File: src/lve_cfg.svh
// Operation
// (RULE1) Zero divisor or quotient overflow raises vector 0
// (RULE2) Divide error: no code, pointer at divide
// (RULE3) Vector 1: fetch/detect faults, others traps
// (RULE4) Debug: no code, cause into status register
// (RULE5) Debug fault points here, trap points next
// (RULE6) Pin or router request raises vector 2
// (RULE7) Nonmaskable taken at boundary, pointer next
// (RULE8) One-byte breakpoint: vector 3 trap, next
// (RULE9) Software interrupt operand 3 raises vector 3
// (RULE10) Overflow check traps vector 4 if flag
// (RULE11) Add/subtract update overflow and carry flags
// (RULE12) Index outside limits raises vector 5 fault
// (RULE13) Range fault keeps operands, restarts instruction
// (RULE14) Report vector, class and code-valid to dispatch
`ifndef LVE_CFG_SVH
`define LVE_CFG_SVH
`define LVE_VEC_DIVIDE 8'h00
`define LVE_VEC_DEBUG 8'h01
`define LVE_VEC_NMI 8'h02
`define LVE_VEC_BREAK 8'h03
`define LVE_VEC_OVERFLOW 8'h04
`define LVE_VEC_RANGE 8'h05
`define LVE_SOFT_BREAK_OPERAND 8'h03
`define LVE_SOFT_DEBUG_OPERAND 8'h01
`define LVE_BREAK_LEN 4'h1
// Debug status bit positions
`define LVE_DS_FETCH 0
`define LVE_DS_DATA 1
`define LVE_DS_IO 2
`define LVE_DS_DETECT 3
`define LVE_DS_STEP 4
`define LVE_DS_TASK 5
`define LVE_DS_SOFT 6
`define LVE_DS_WIDTH 7
`endif

File: src/lve_pkg.sv
package lve_pkg;
  typedef enum logic [1:0] {LVE_CLASS_FAULT, LVE_CLASS_TRAP, LVE_CLASS_NONE} lve_class_type;
  // One retiring instruction as seen by the exception logic
  typedef struct packed {
    logic valid;
    logic [31:0] pc;
    logic [3:0] length;
    logic is_divide;
    logic div_zero;
    logic div_too_wide;
    logic is_break1;
    logic is_soft_int;
    logic [7:0] soft_operand;
    logic is_ovf_check;
    logic is_bound;
    logic signed [31:0] bound_index;
    logic signed [31:0] bound_lower;
    logic signed [31:0] bound_upper;
    logic is_addsub;
    logic alu_ovf;
    logic alu_carry;
  } lve_retire_type;
  // Debug conditions reported by the breakpoint units
  typedef struct packed {
    logic fetch_bp;
    logic data_bp;
    logic io_bp;
    logic detect;
    logic step;
    logic task_sw;
  } lve_debug_type;
  // Event handed to dispatch
  typedef struct packed {
    logic valid;
    logic [7:0] vector;
    lve_class_type ex_class;
    logic code_valid;
    logic [31:0] return_pc;
    logic suppress;
  } lve_event_type;
endpackage

File: src/lve_exception_logic.sv
`timescale 1ns/1ps
`include "lve_cfg.svh"
module lve_exception_logic
  import lve_pkg::*;
(
  // Clock and reset
  input wire logic core_clk_i,
  input wire logic reset_n_i,
  // Pipeline
  input wire lve_retire_type retire_i,
  input wire lve_debug_type debug_i,
  // Nonmaskable sources (pin is asynchronous)
  input wire logic nmi_pin_i,
  input wire logic router_nmi_req_i,
  // Dispatch
  output lve_event_type event_o,
  output logic [`LVE_DS_WIDTH-1:0] debug_status_register_o,
  output logic signed_overflow_flag_o,
  output logic carry_flag_o
);
  logic [2:0] nmi_sync;
  logic nmi_level;
  logic nmi_prev;
  logic nmi_pending;
  logic nmi_taken;
  lve_event_type next_event;
  logic [`LVE_DS_WIDTH-1:0] next_status;
  logic [31:0] pc_next;
  logic bound_out;
  logic soft_break;
  logic soft_debug;

  function automatic lve_event_type make_ev(input logic [7:0] vec, input lve_class_type cl,
                                            input logic [31:0] rpc, input logic sup);
    lve_event_type e;
    e.valid = 1'b1;
    e.vector = vec;
    e.ex_class = cl;
    e.code_valid = 1'b0; // None of these vectors push a code
    e.return_pc = rpc;
    e.suppress = sup;
    return e;
  endfunction

  // Three-stage synchroniser; edge counts once stages two and three agree
  always_ff @(posedge core_clk_i or negedge reset_n_i)
  begin
    if (!reset_n_i)
      nmi_sync <= 3'h0;
    else
      nmi_sync <= {nmi_sync[1:0], nmi_pin_i};
  end

  always_ff @(posedge core_clk_i or negedge reset_n_i)
  begin
    if (!reset_n_i)
      nmi_level <= 1'b0;
    else if (nmi_sync[1] == nmi_sync[2])
      nmi_level <= nmi_sync[2];
  end

  always_ff @(posedge core_clk_i or negedge reset_n_i)
  begin
    if (!reset_n_i)
      nmi_prev <= 1'b0;
    else
      nmi_prev <= nmi_level;
  end

  // Latched until a boundary; a new request wins over the taking
  always_ff @(posedge core_clk_i or negedge reset_n_i)
  begin
    if (!reset_n_i)
      nmi_pending <= 1'b0;
    else if ((nmi_level && !nmi_prev) || router_nmi_req_i) // see (RULE6)
      nmi_pending <= 1'b1;
    else if (nmi_taken)
      nmi_pending <= 1'b0;
  end

  assign pc_next = retire_i.pc + {28'h0, retire_i.length};
  assign bound_out = (retire_i.bound_index < retire_i.bound_lower) ||
                     (retire_i.bound_index > retire_i.bound_upper); // see (RULE12)
  assign soft_break = retire_i.is_soft_int &&
                      (retire_i.soft_operand == `LVE_SOFT_BREAK_OPERAND); // see (RULE9)
  // Only operand 1 marks the soft bit; other operands must not leave a false cause
  assign soft_debug = retire_i.is_soft_int &&
                      (retire_i.soft_operand == `LVE_SOFT_DEBUG_OPERAND); // see (RULE3)

  // Priority: faults before execution, then traps after, then nonmaskable at the boundary
  always_comb
  begin
    next_event = '0;
    nmi_taken = 1'b0;
    next_status = debug_status_register_o;
    if (retire_i.valid)
    begin
      if (debug_i.fetch_bp || debug_i.detect)
      begin
        next_event = make_ev(`LVE_VEC_DEBUG, LVE_CLASS_FAULT, retire_i.pc, 1'b1); // see (RULE3)
        next_status = '0; // see (RULE4)
        next_status[`LVE_DS_FETCH] = debug_i.fetch_bp;
        next_status[`LVE_DS_DETECT] = debug_i.detect;
      end
      else if (retire_i.is_divide && (retire_i.div_zero || retire_i.div_too_wide)) // see (RULE1)
        next_event = make_ev(`LVE_VEC_DIVIDE, LVE_CLASS_FAULT, retire_i.pc, 1'b1); // see (RULE2)
      else if (retire_i.is_bound && bound_out)
        next_event = make_ev(`LVE_VEC_RANGE, LVE_CLASS_FAULT, retire_i.pc, 1'b1); // see (RULE13)
      else if (retire_i.is_break1 || soft_break)
        next_event = make_ev(`LVE_VEC_BREAK, LVE_CLASS_TRAP, pc_next, 1'b0); // see (RULE8)
      else if (retire_i.is_ovf_check && signed_overflow_flag_o)
        next_event = make_ev(`LVE_VEC_OVERFLOW, LVE_CLASS_TRAP, pc_next, 1'b0); // see (RULE10)
      else if (debug_i.data_bp || debug_i.io_bp || debug_i.step || debug_i.task_sw ||
               soft_debug)
      begin
        next_event = make_ev(`LVE_VEC_DEBUG, LVE_CLASS_TRAP, pc_next, 1'b0); // see (RULE5)
        next_status = '0;
        next_status[`LVE_DS_DATA] = debug_i.data_bp;
        next_status[`LVE_DS_IO] = debug_i.io_bp;
        next_status[`LVE_DS_STEP] = debug_i.step;
        next_status[`LVE_DS_TASK] = debug_i.task_sw;
        next_status[`LVE_DS_SOFT] = soft_debug;
      end
      else if (nmi_pending)
      begin
        next_event = make_ev(`LVE_VEC_NMI, LVE_CLASS_NONE, pc_next, 1'b0); // see (RULE7)
        nmi_taken = 1'b1;
      end
    end
  end

  // Registered event to dispatch
  always_ff @(posedge core_clk_i or negedge reset_n_i)
  begin
    if (!reset_n_i)
      event_o <= '0;
    else
      event_o <= next_event; // see (RULE14)
  end

  always_ff @(posedge core_clk_i or negedge reset_n_i)
  begin
    if (!reset_n_i)
      debug_status_register_o <= '0;
    else
      debug_status_register_o <= next_status;
  end

  // Arithmetic flags; faulting instructions do not change them
  always_ff @(posedge core_clk_i or negedge reset_n_i)
  begin
    if (!reset_n_i)
    begin
      signed_overflow_flag_o <= 1'b0;
      carry_flag_o <= 1'b0;
    end
    else if (retire_i.valid && retire_i.is_addsub && !next_event.suppress)
    begin
      signed_overflow_flag_o <= retire_i.alu_ovf; // see (RULE11)
      carry_flag_o <= retire_i.alu_carry;
    end
  end

  // Fault vectors: pointer at the instruction, nothing commits
  a_divide_fault: assert property (@(posedge core_clk_i) // see (RULE1)
    disable iff (!reset_n_i)
    retire_i.valid && retire_i.is_divide && retire_i.div_zero && !debug_i.fetch_bp &&
    !debug_i.detect |=> event_o.vector == `LVE_VEC_DIVIDE &&
    event_o.ex_class == LVE_CLASS_FAULT && event_o.return_pc == $past(retire_i.pc))
    else $error("divide error not raised as fault");
  a_no_error_code: assert property (@(posedge core_clk_i) // see (RULE2)
    disable iff (!reset_n_i)
    event_o.valid |-> !event_o.code_valid)
    else $error("error code flagged");
  // A suppressed instruction must leave the flags as they were
  a_fault_flags: assert property (@(posedge core_clk_i) // see (RULE2)
    disable iff (!reset_n_i)
    event_o.valid && event_o.suppress |-> $stable(signed_overflow_flag_o) &&
    $stable(carry_flag_o))
    else $error("faulting instruction changed the flags");
  // Debug vector: class by condition, cause kept for the handler
  a_fetch_fault: assert property (@(posedge core_clk_i) // see (RULE3)
    disable iff (!reset_n_i)
    retire_i.valid && debug_i.fetch_bp |=> event_o.vector == `LVE_VEC_DEBUG &&
    event_o.suppress && debug_status_register_o[`LVE_DS_FETCH])
    else $error("fetch breakpoint not a fault");
  a_debug_cause: assert property (@(posedge core_clk_i) // see (RULE4)
    disable iff (!reset_n_i)
    event_o.valid && event_o.vector == `LVE_VEC_DEBUG |-> debug_status_register_o != '0)
    else $error("debug event with no cause recorded");
  a_step_trap: assert property (@(posedge core_clk_i) // see (RULE5)
    disable iff (!reset_n_i)
    event_o.valid && event_o.vector == `LVE_VEC_DEBUG && event_o.ex_class == LVE_CLASS_TRAP
    |-> event_o.return_pc == $past(retire_i.pc) + {28'h0, $past(retire_i.length)})
    else $error("debug trap pointer wrong");
  // Nonmaskable: requests are never lost, taken only between instructions
  a_router_nmi: assert property (@(posedge core_clk_i) // see (RULE6)
    disable iff (!reset_n_i)
    router_nmi_req_i |=> nmi_pending)
    else $error("router request lost");
  a_pin_nmi: assert property (@(posedge core_clk_i) // see (RULE6)
    disable iff (!reset_n_i)
    nmi_level && !nmi_prev |=> nmi_pending)
    else $error("pin request lost");
  a_nmi_boundary: assert property (@(posedge core_clk_i) // see (RULE7)
    disable iff (!reset_n_i)
    event_o.vector == `LVE_VEC_NMI && event_o.valid |-> $past(retire_i.valid) &&
    $past(nmi_pending) && event_o.ex_class == LVE_CLASS_NONE &&
    event_o.return_pc == $past(retire_i.pc) + {28'h0, $past(retire_i.length)})
    else $error("nonmaskable taken off boundary");
  // Trap vectors: pointer past the instruction
  a_break_trap: assert property (@(posedge core_clk_i) // see (RULE8)
    disable iff (!reset_n_i)
    retire_i.valid && retire_i.is_break1 && !debug_i.fetch_bp && !debug_i.detect
    |=> event_o.vector == `LVE_VEC_BREAK && event_o.ex_class == LVE_CLASS_TRAP)
    else $error("breakpoint not trapped");
  a_ovf_trap: assert property (@(posedge core_clk_i) // see (RULE10)
    disable iff (!reset_n_i)
    retire_i.valid && retire_i.is_ovf_check && signed_overflow_flag_o && !retire_i.is_divide &&
    !retire_i.is_bound && !retire_i.is_break1 && !retire_i.is_soft_int && !debug_i.fetch_bp &&
    !debug_i.detect |=> event_o.vector == `LVE_VEC_OVERFLOW &&
    event_o.return_pc == $past(retire_i.pc) + {28'h0, $past(retire_i.length)})
    else $error("overflow check with flag set did not trap");
  a_ovf_quiet: assert property (@(posedge core_clk_i) // see (RULE10)
    disable iff (!reset_n_i)
    retire_i.valid && retire_i.is_ovf_check && !signed_overflow_flag_o
    |=> event_o.vector != `LVE_VEC_OVERFLOW || !event_o.valid)
    else $error("overflow trap with flag clear");
  // Range check: an index under the lower limit must fault
  a_range_trip: assert property (@(posedge core_clk_i) // see (RULE12)
    disable iff (!reset_n_i)
    retire_i.valid && retire_i.is_bound && !retire_i.is_divide && !debug_i.fetch_bp &&
    !debug_i.detect && (retire_i.bound_index < retire_i.bound_lower)
    |=> event_o.valid && event_o.vector == `LVE_VEC_RANGE &&
    event_o.ex_class == LVE_CLASS_FAULT)
    else $error("index below the lower limit not faulted");
  a_range_fault: assert property (@(posedge core_clk_i) // see (RULE13)
    disable iff (!reset_n_i)
    event_o.valid && event_o.vector == `LVE_VEC_RANGE |-> event_o.suppress &&
    event_o.return_pc == $past(retire_i.pc))
    else $error("range fault pointer wrong");
  a_idle_quiet: assert property (@(posedge core_clk_i) // see (RULE14)
    disable iff (!reset_n_i)
    !retire_i.valid |=> !event_o.valid)
    else $error("event without a retiring instruction");
endmodule

File: config.mk
export PLATFORM = sky130hd
export DESIGN_NAME = lve_exception_logic
export DESIGN_NICKNAME = d
export VERILOG_FILES = /design/src/lve_pkg.sv /design/src/lve_exception_logic.sv
export VERILOG_INCLUDE_DIRS = /design/src
export SDC_FILE = /design/constraint.sdc
export NUM_CORES = 1
export LEC_CHECK = 0
export ABC_AREA = 1
export BUFFER_PORTS_ARGS = -buffer_cell sky130_fd_sc_hd__clkbuf_2
export CELL_PAD_IN_SITES_DETAIL_PLACEMENT = 1
export CELL_PAD_IN_SITES_GLOBAL_PLACEMENT = 1
export CORE_UTILIZATION = 35
export DETAILED_ROUTE_END_ITERATION = 16
export PLACE_DENSITY = 0.95
export SETUP_SLACK_MARGIN = 0.3
export SLEW_MARGIN = 20
export SYNTH_ARGS = -nofsm -noshare
export SYNTH_HDL_FRONTEND = slang
export SYNTH_SLANG_ARGS = --single-unit
File: constraint.sdc
create_clock -name core_clk_i -period 3.19 [get_ports core_clk_i]
set_input_delay 0.638 -clock core_clk_i [delete_from_list [all_inputs] [get_ports core_clk_i]]
set_output_delay 0.638 -clock core_clk_i [all_outputs]
set_load 0.02 [all_outputs]
# --- Yosys cells after proc, flatten, opt, wreduce, memory -nomap -nowiden ---
# Cells that the tools add are included.
word_totals:
  output_inout_bits: 54
  ff_bits: 60
  inputBits: 161
  elab_cells: 69
classes:
  order_cmp: 2
  mux: 24
  n_reduce_logical: 22
  n_addsub: 1
  n_eq_ne: 7
op_table:
  columns: ["operator", "count"]
  rows:
  - ["2-to-1 mux 45 bit", 8]
  - ["2-to-1 mux 7 bit", 6]
  - ["adder 32 x 4 -> 32 bit", 1]
  - ["> comparator 32 bit", 1]
  - ["less-than comparator 32 bit", 1]
  - ["2-to-1 mux 1 bit", 10]
  - ["logical OR 1 bit", 9]
  - ["equality test 8 x 1 -> 1 bit (second input constant)", 1]
  - ["equality test 8 x 2 -> 1 bit (second input constant)", 1]
  - ["logical AND 1 bit", 8]
  - ["inequality test 2 bit (second input constant)", 4]
  - ["AND reduction 6 bit", 1]
  - ["nonzero test 2 bit", 2]
  - ["logical NOT 1 bit", 2]
  - ["equality test 1 bit", 1]

# --- Logic depth before layout (Yosys ltp) ---
# Gate-level depths: netlist of run 1.
depth:
  word_depth: 13
  ltp_mapped: 23
  ltp_nobuf: 22

# --- Worst setup path after synthesis of run 1 ---
# OpenSTA, ideal clock, no wires.
synth_path:
  path_kind: "input to register"
  startpoint: "input port retire_i[114] (netlist bit)"
  endpoint: "register event_o[25] (netlist bit)"
  cell_stages: 14
  t_arrival_ps: 2445
  required_time_ps: 3119
  path_buffers: 0
  setup_time_ps: 71
  setup_slack_ps: 673
  path_cell_list: "ha_1 inv_1 fa_1 o21ai_2 nand2_1 nor2_2 nand2_2 nor2_2 nand2_2 nor4_1 nand3_1 nand2_1 nand2_1 nor2_1"
synth_lines:
  columns: ["item", "line_no", "rtl"]
  rows:
  - ["start: declaration", "lve_exception_logic.sv:10", "input wire lve_retire_type retire_i,"]
  - ["end signal: assignment", "lve_exception_logic.sv:138", "event_o <= next_event;"]
  - ["end: declaration", "lve_exception_logic.sv:16", "output lve_event_type event_o,"]

==> summary.txt, run 1 <==
Run status
  – Status: completed

Final layout
  – Commonest non-fill, non-tap cells in the layout: 208 x clkbuf_2, 188 x nand2_1, 134 x inv_1, 86 x nor2_1, 67 x ha_1
  – Final Instance Count excl. Fillers: 1,141
  – Share of layout cells above drive strength 1: 0.270
  – Final core occ: 0.460
  – Layout Nets: 1,188
  – Most common library cell in the layout ignoring fill and taps: clkbuf_2
  – Final Cell Area: 6490 um2
  – P&R area growth vs syn: 26.8%

Clocking
  – # clock sinks: 54
  – TritonCTS buffer count: 5
  – CTS Root Cell: clkbuf_16
  – Hold Buf Count CTS: 0
  – Clk buf depth: 2
  – Clk Latency, worst-skew pair: 0.30 ns
  – CTS tree: built
  – CTS HTree Levels: 2
  – Clk pin slew, worst setup/hold paths: 0.07 ns

Logic synthesis
  – Mapped Cells: 753
  – Cell area after synthesis: 5120 um2
  – Largest family of logic cells by synthesized area: simple AND/OR/NAND/NOR gates
  – Async set or reset register ratio after synthesis: 1.00
  – Post-synth EDFFs: 0
  – Area leader, netlist: dfrtp_1
  – Sequential fraction of the synthesis area: 0.264
  – Synth Area in Adders: 0.170
  – Compound-gate portion of the synthesized area: 0.0920
  – #FFs+latches synth: 54
  – Top_reg_cell synth: dfrtp_1
  – Multiplexer area fraction after synthesis: 0
  – Post-synthesis xor/xnor area fraction: 0.00685
  – Syn_area_per_cell: 6.79 um2
  – Simple-gate portion of the synthesized area: 0.338
  – Synth warnings: 0
  – Yosys top cell area share: 0.264
  – Top post-synthesis cells by area: dfrtp_1 26%, ha_1 16%, nand2_1 14%
  – Cell variety after synth: 37

Placed design
  – Dpl cells: 1,132
  – Post-DP Area: 6310 um2
  – Final Wtd Congestion: 0.827
  – I/O Buffers: 208
  – DP HPWL: 14,300 um

Timing
  – Slew HR: 0.515
  – Final Cycle Share: 0.859
  – RSZ-0062 raised after global routing: no
  – # setup viols final: 0
  – Max Fclk: 0.365 GHz
  – Max-slew violation count: 0
  – Slew @ Worst Pin: 0.727 ns
  – Fin Setup TNS: 0 ns
  – Fin. Hold Viols: 0
  – Max Clock Skew: 0.00728 ns
  – Minimum clock period: 2.74 ns

Drt
  – Number of vias per cell: 4.98
  – Final wirelength: 17,200 um
  – DRC: 0
  – Post-route ant nets: 0
  – Detailed-router iteration count before antenna repair: 4
  – Initial DRC count: 179
  – WL per Instance: 15.1 um
  – Vias: 5,680

Pwr
  – Leak Pwr: 0.00388 uW
  – PwrDens: 317 nW/um2
  – Peak supply drop: 0.000210 V

Critical path
  – Worst reg2reg startpoint: signed_overflow_flag_o$_DFFE_PN0P_
  – Arrival time worst endpoint: 2.92 ns
  – CP startpoint kind: input port
  – WP data required: 3.37 ns
  – Critical Path Fanout Max: 5
  – Critical path type: in -> reg
  – Setup slack, reg-to-reg: 1.64 ns
  – R2R depth: 9
  – Critical path endpoint category: flip-flop
  – Reg2reg end: event_o[5]$_DFF_PN0_

Global routing
  – First-pass GRT wire length: 27,500 um
  – Vias in the first global route: 6,018
  – Grt ovf: 0
  – All-Layer GR Usage: 0.230
  – Largest net degree at the start of global routing: 55
  – Initial antenna violation count: 1

Floorplanning
  – Initial core utilization: 0.363
  – Chip height: 123 um
  – CORE AREA: 14,100 um2
  – Ports: 215
  – Chip Width: 123 um
  – Num rows: 43
  – Die ar.: 15,100 um2

Hold path
  – Worst hold path type: reg -> reg
  – Hold depth: 0
  – Hold path start: nmi_sync[0]$_DFF_PN0_
  – Hold Path Sink: nmi_sync[1]$_DFF_PN0_

Run
  – Max-cap violation count: 0
==> metal layers <==
| metal | track usage | wire length, um |
|---|---|---|
| met3 | 0.0443 | 1030 |
| met4 | 0.0716 | 480 |
| met1 | 0.254 | 6790 |
| met2 | 0.438 | 8870 |
| met5 | 0 | 0 |
==> cells in the mapped netlist (2+ instances only) <==
master	n
nor3_1	11
ha_1	67
dfrtp_1	54
buf_6	3
nor3_2	5
o21ai_0	15
inv_2	4
nor2_1	86
xor2_1	3
clkbuf_1	7
nor3_4	2
a21oi_1	45
nand2_2	5
buf_4	10
nor3b_1	2
o21bai_2	7
o21a_1	2
nand4_1	9
nor4_1	4
o21ai_1	4
nand2_1	188
nor2_2	4
nand3b_1	6
nand3_1	59
inv_1	134
o21ai_2	5
a31oi_1	2
==> worst max-delay path: stages <==
cell and delay [ns]:
clkbuf_2 0.10, ha_1 0.17, inv_1 0.06, fa_1 0.41, o21ai_2 0.18, nand2_1 0.13, nor2_2 0.17, nand2_2 0.12
nor2_2 0.16, nand2_2 0.12, inv_1 0.11, nand2_1 0.10, nor3_1 0.21, nand3_1 0.10, nand2_1 0.09, nor2_1 0.05
==> power breakdown <==
part	total [uW]	internal, uW	switching (uW)	leakage [uW]
Sequential	749	730	19.4	0.000686
Clock	621	371	250	0.0000771
Combinational	684	256	429	0.00312
==> sequential cells by signal, summed over array words and instances, names as in the netlist <==
register                 count
carry_flag_o                 1
nmi_level                    1
signed_overflow_flag_o       1
nmi_prev                     1
debug_status_register_o      7
nmi_pending                  1
event_o                     39
nmi_sync                     3
==> logic make-up after synthesis <==
kind of cell / count (synthesis)
AND/OR/NAND/NOR: 386
buffers and inverters: 159
AO/OA/AOI/OAI: 80
adder cells (fa/ha/maj): 69
flip-flops: 54
XOR/XNOR: 4
other: 1
==> worst max-delay path by stage <==
stage	startpoint	to	slack, ns	cells after the start
floorplan	retire_i[114]	event_o[25]$_DFF_PN0_	0.67	14
global placement	retire_i[32]	event_o[19]$_DFF_PN0_	0.33	17
detailed placement	retire_i[98]	event_o[15]$_DFF_PN0_	0.19	16
CTS	retire_i[118]	event_o[31]$_DFF_PN0_	0.46	16
global route	retire_i[118]	event_o[31]$_DFF_PN0_	0.30	16
finish	retire_i[118]	event_o[31]$_DFF_PN0_	0.45	16
==> what timing repair did <==
item                       CTS  global route
setup endpoints to repair    0            19
gates resized for setup      0             3
buffers inserted             0             0
==> layout make-up <==
cell class,count,area [um2]
timing repair buffer,215,1100
inverter,138,520
clock inverter,2,37.5
fill,1926,7610
tap,180,225
multi-input combinational,545,3130
antenna,1,2.50
clock buffer,6,129
sequential,54,1350
==> through the flow <==
stage | hold slack, ns | total power, uW | setup WS [ns]
final | 0.370 | 2060 | 0.449
after global routing | 0.386 | 2180 | 0.300
after CTS | 0.364 | 2070 | 0.459
after detailed placement | 0.343 | 1450 | 0.194
after global placement | 0.339 | 1410 | 0.330
after floorplan | 0.331 | 1160 | 0.673
Note: power is estimated with default switching activity, not from simulation.
==> run 2: changes to the inputs <==
--- a/config.mk
+++ b/config.mk
@@ -10,6 +10,7 @@
 export BUFFER_PORTS_ARGS = -buffer_cell sky130_fd_sc_hd__clkbuf_2
 export CELL_PAD_IN_SITES_DETAIL_PLACEMENT = 1
 export CELL_PAD_IN_SITES_GLOBAL_PLACEMENT = 1
+export CORE_MARGIN = 2
 export CORE_UTILIZATION = 35
 export DETAILED_ROUTE_END_ITERATION = 16
 export PLACE_DENSITY = 0.95
==> constraint.sdc (replaced) <==
create_clock -name core_clk_i -period 3.19 [get_ports core_clk_i]
set_input_delay 0.638 -clock core_clk_i [delete_from_list [all_inputs] [get_ports core_clk_i]]
set_output_delay 0.638 -clock core_clk_i [all_outputs]
set_load 0.1 [all_outputs]
==> run 2 against run 1 <==
Compared with the run above:
- utilization is 0.92 points lower
- critical path type unchanged
- clock skew is 0.00051 ns lower
- clock power is 3.5% higher
- cell count is 0.26% higher
- design area is 0.29% higher
- critical endpoint is now event_o[25]$_DFF_PN0_
- non-clock buffer count stayed put
==> summary.txt, run 2 (same netlist as run 1, synthesis figures left out) <==
Run status
  – Status: completed

Global routing
  – All-Layer GR Usage: 0.234
  – First-pass GRT wire length: 29,700 um
  – Initial antenna violation count: 0
  – Vias in the first global route: 6,220
  – Grt ovf: 0
  – Largest net degree at the start of global routing: 55

Timing
  – # setup viols final: 0
  – Minimum clock period: 2.73 ns
  – Fin Setup TNS: 0 ns
  – Slew @ Worst Pin: 0.710 ns
  – RSZ-0062 raised after global routing: no
  – Slew HR: 0.527
  – Final Cycle Share: 0.857
  – Fin. Hold Viols: 0
  – WHS: 0.360 ns
  – Max Fclk: 0.366 GHz
  – Max-slew violation count: 0
  – Max Clock Skew: 0.00677 ns

Floorplanning
  – Initial core utilization: 0.355
  – Ports: 215
  – Chip Width: 125 um
  – Chip height: 125 um
  – Die ar.: 15,600 um2
  – CORE AREA: 14,400 um2
  – Num rows: 44

Clocking
  – # clock sinks: 54
  – CTS Root Cell: clkbuf_16
  – Clk Latency, worst-skew pair: 0.31 ns
  – CTS tree: built
  – TritonCTS buffer count: 5
  – CTS HTree Levels: 2
  – Hold Buf Count CTS: 0
  – Post-CTS Resized: 0
  – # Post-CTS Setup Buffers: 0
  – Clk buf depth: 2
  – Clk pin slew, worst setup/hold paths: 0.07 ns

Critical path
  – Reg2reg end: event_o[3]$_DFF_PN0_
  – Arrival time worst endpoint: 2.97 ns
  – Critical path endpoint category: flip-flop
  – Worst reg2reg startpoint: signed_overflow_flag_o$_DFFE_PN0P_
  – CP startpoint kind: input port
  – R2R depth: 7
  – Critical path type: in -> reg
  – Critical Path Fanout Max: 5
  – Setup slack, reg-to-reg: 1.49 ns
  – WP data required: 3.43 ns

Drt
  – Final wirelength: 18,200 um
  – Detailed-router iteration count before antenna repair: 4
  – Number of vias per cell: 5.05
  – WL per Instance: 15.9 um
  – Post-route ant nets: 0
  – Initial DRC count: 178
  – Vias: 5,780
  – DRC: 0

Final layout
  – Top reg by flops: event_o
  – Max FFs per register: 39
  – Ant. Diodes: 0
  – Share of layout cells above drive strength 1: 0.273
  – P&R area growth vs syn: 27.2%
  – Commonest non-fill, non-tap cells in the layout: 208 x clkbuf_2, 188 x nand2_1, 134 x inv_1, 85 x nor2_1, 67 x ha_1
  – Final core occ: 0.451
  – Most common library cell in the layout ignoring fill and taps: clkbuf_2
  – Biggest regs: event_o: 39 flops, debug_status_register_o: 7 flops, nmi_sync: 3 flops
  – Layout Nets: 1,188

Hold path
  – Hold depth: 0
  – Worst hold path type: reg -> reg
  – Hold path start: nmi_sync[0]$_DFF_PN0_
  – Hold Path Sink: nmi_sync[1]$_DFF_PN0_

Pwr
  – PwrDens: 365 nW/um2
  – Peak supply drop: 0.000196 V
  – Leak Pwr: 0.00389 uW
  – Final total power: 2370 uW

Placed design
  – DP HPWL: 14,900 um
  – Final Wtd Congestion: 0.858
  – I/O Buffers: 208

Run
  – Max-cap violation count: 0
[run 2: cell types whose count changed in the layout (fill, tap and decap cells not counted)]
cell     change
nor4_2       +1
nor2_1       -1
buf_6        -1
nor3_1       -1
buf_4        +1
nor2_2       +1
nor3_4       +1
diode_2      -1
nor4_1       -1
[run 2: final cells by class]
cell class                 instances  area, um2
clock buffer                       6        129
clock inverter                     2       37.5
fill                            1978       7920
inverter                         138        520
multi-input combinational        545       3150
sequential                        54       1350
tap                              184        230
timing repair buffer             215       1090
[run 2: worst max-delay path, stage by stage]
cell,delay (ns)
clkbuf_2,0.10
ha_1,0.17
inv_1,0.07
fa_1,0.43
o21ai_2,0.18
nand2_1,0.13
nor2_2,0.18
nand2_2,0.14
nor2_2,0.16
nand2_2,0.12
nor4_2,0.26
nand3_1,0.15
nand2_1,0.09
nand2_1,0.06
nor2_1,0.10
[run 2: through the flow]
| step | area (um2) | setup WS, ns | instances |
|---|---|---|---|
| after CTS | 6480 | 0.448 | 1144 |
| after detailed placement | 6320 | 0.175 | 1136 |
| after global placement | 6320 | 0.334 | 1136 |
| after floorplan | 5130 | 0.673 | 758 |
| after global routing | 6510 | 0.285 | 1144 |
| final | 6510 | 0.456 | 1144 |
[run 2: layer usage]
layer | up-vias | track usage | share of wire
li1 | 2780 | - | -
met1 | 2761 | 0.260 | 0.37
met2 | 195 | 0.441 | 0.53
met3 | 44 | 0.0391 | 0.063
met4 | 0 | 0.0967 | 0.036
met5 | - | 0 | 0
[run 2: how the worst max path moves through the flow]
stage | from | endpoint | slack (ns) | depth (start not counted)
finish | retire_i[118] | event_o[25]$_DFF_PN0_ | 0.46 | 15
CTS | retire_i[118] | event_o[29]$_DFF_PN0_ | 0.45 | 15
floorplan | retire_i[114] | event_o[25]$_DFF_PN0_ | 0.67 | 14
global route | retire_i[118] | event_o[25]$_DFF_PN0_ | 0.29 | 15
global placement | retire_i[118] | event_o[29]$_DFF_PN0_ | 0.33 | 16
detailed placement | retire_i[118] | event_o[29]$_DFF_PN0_ | 0.17 | 16
[run 2: report_power, final]
| part | switching, uW | total, uW | internal [uW] |
|---|---|---|---|
| registers | 22.3 | 752 | 730 |
| clock network | 272 | 643 | 372 |
| logic | 724 | 979 | 255 |
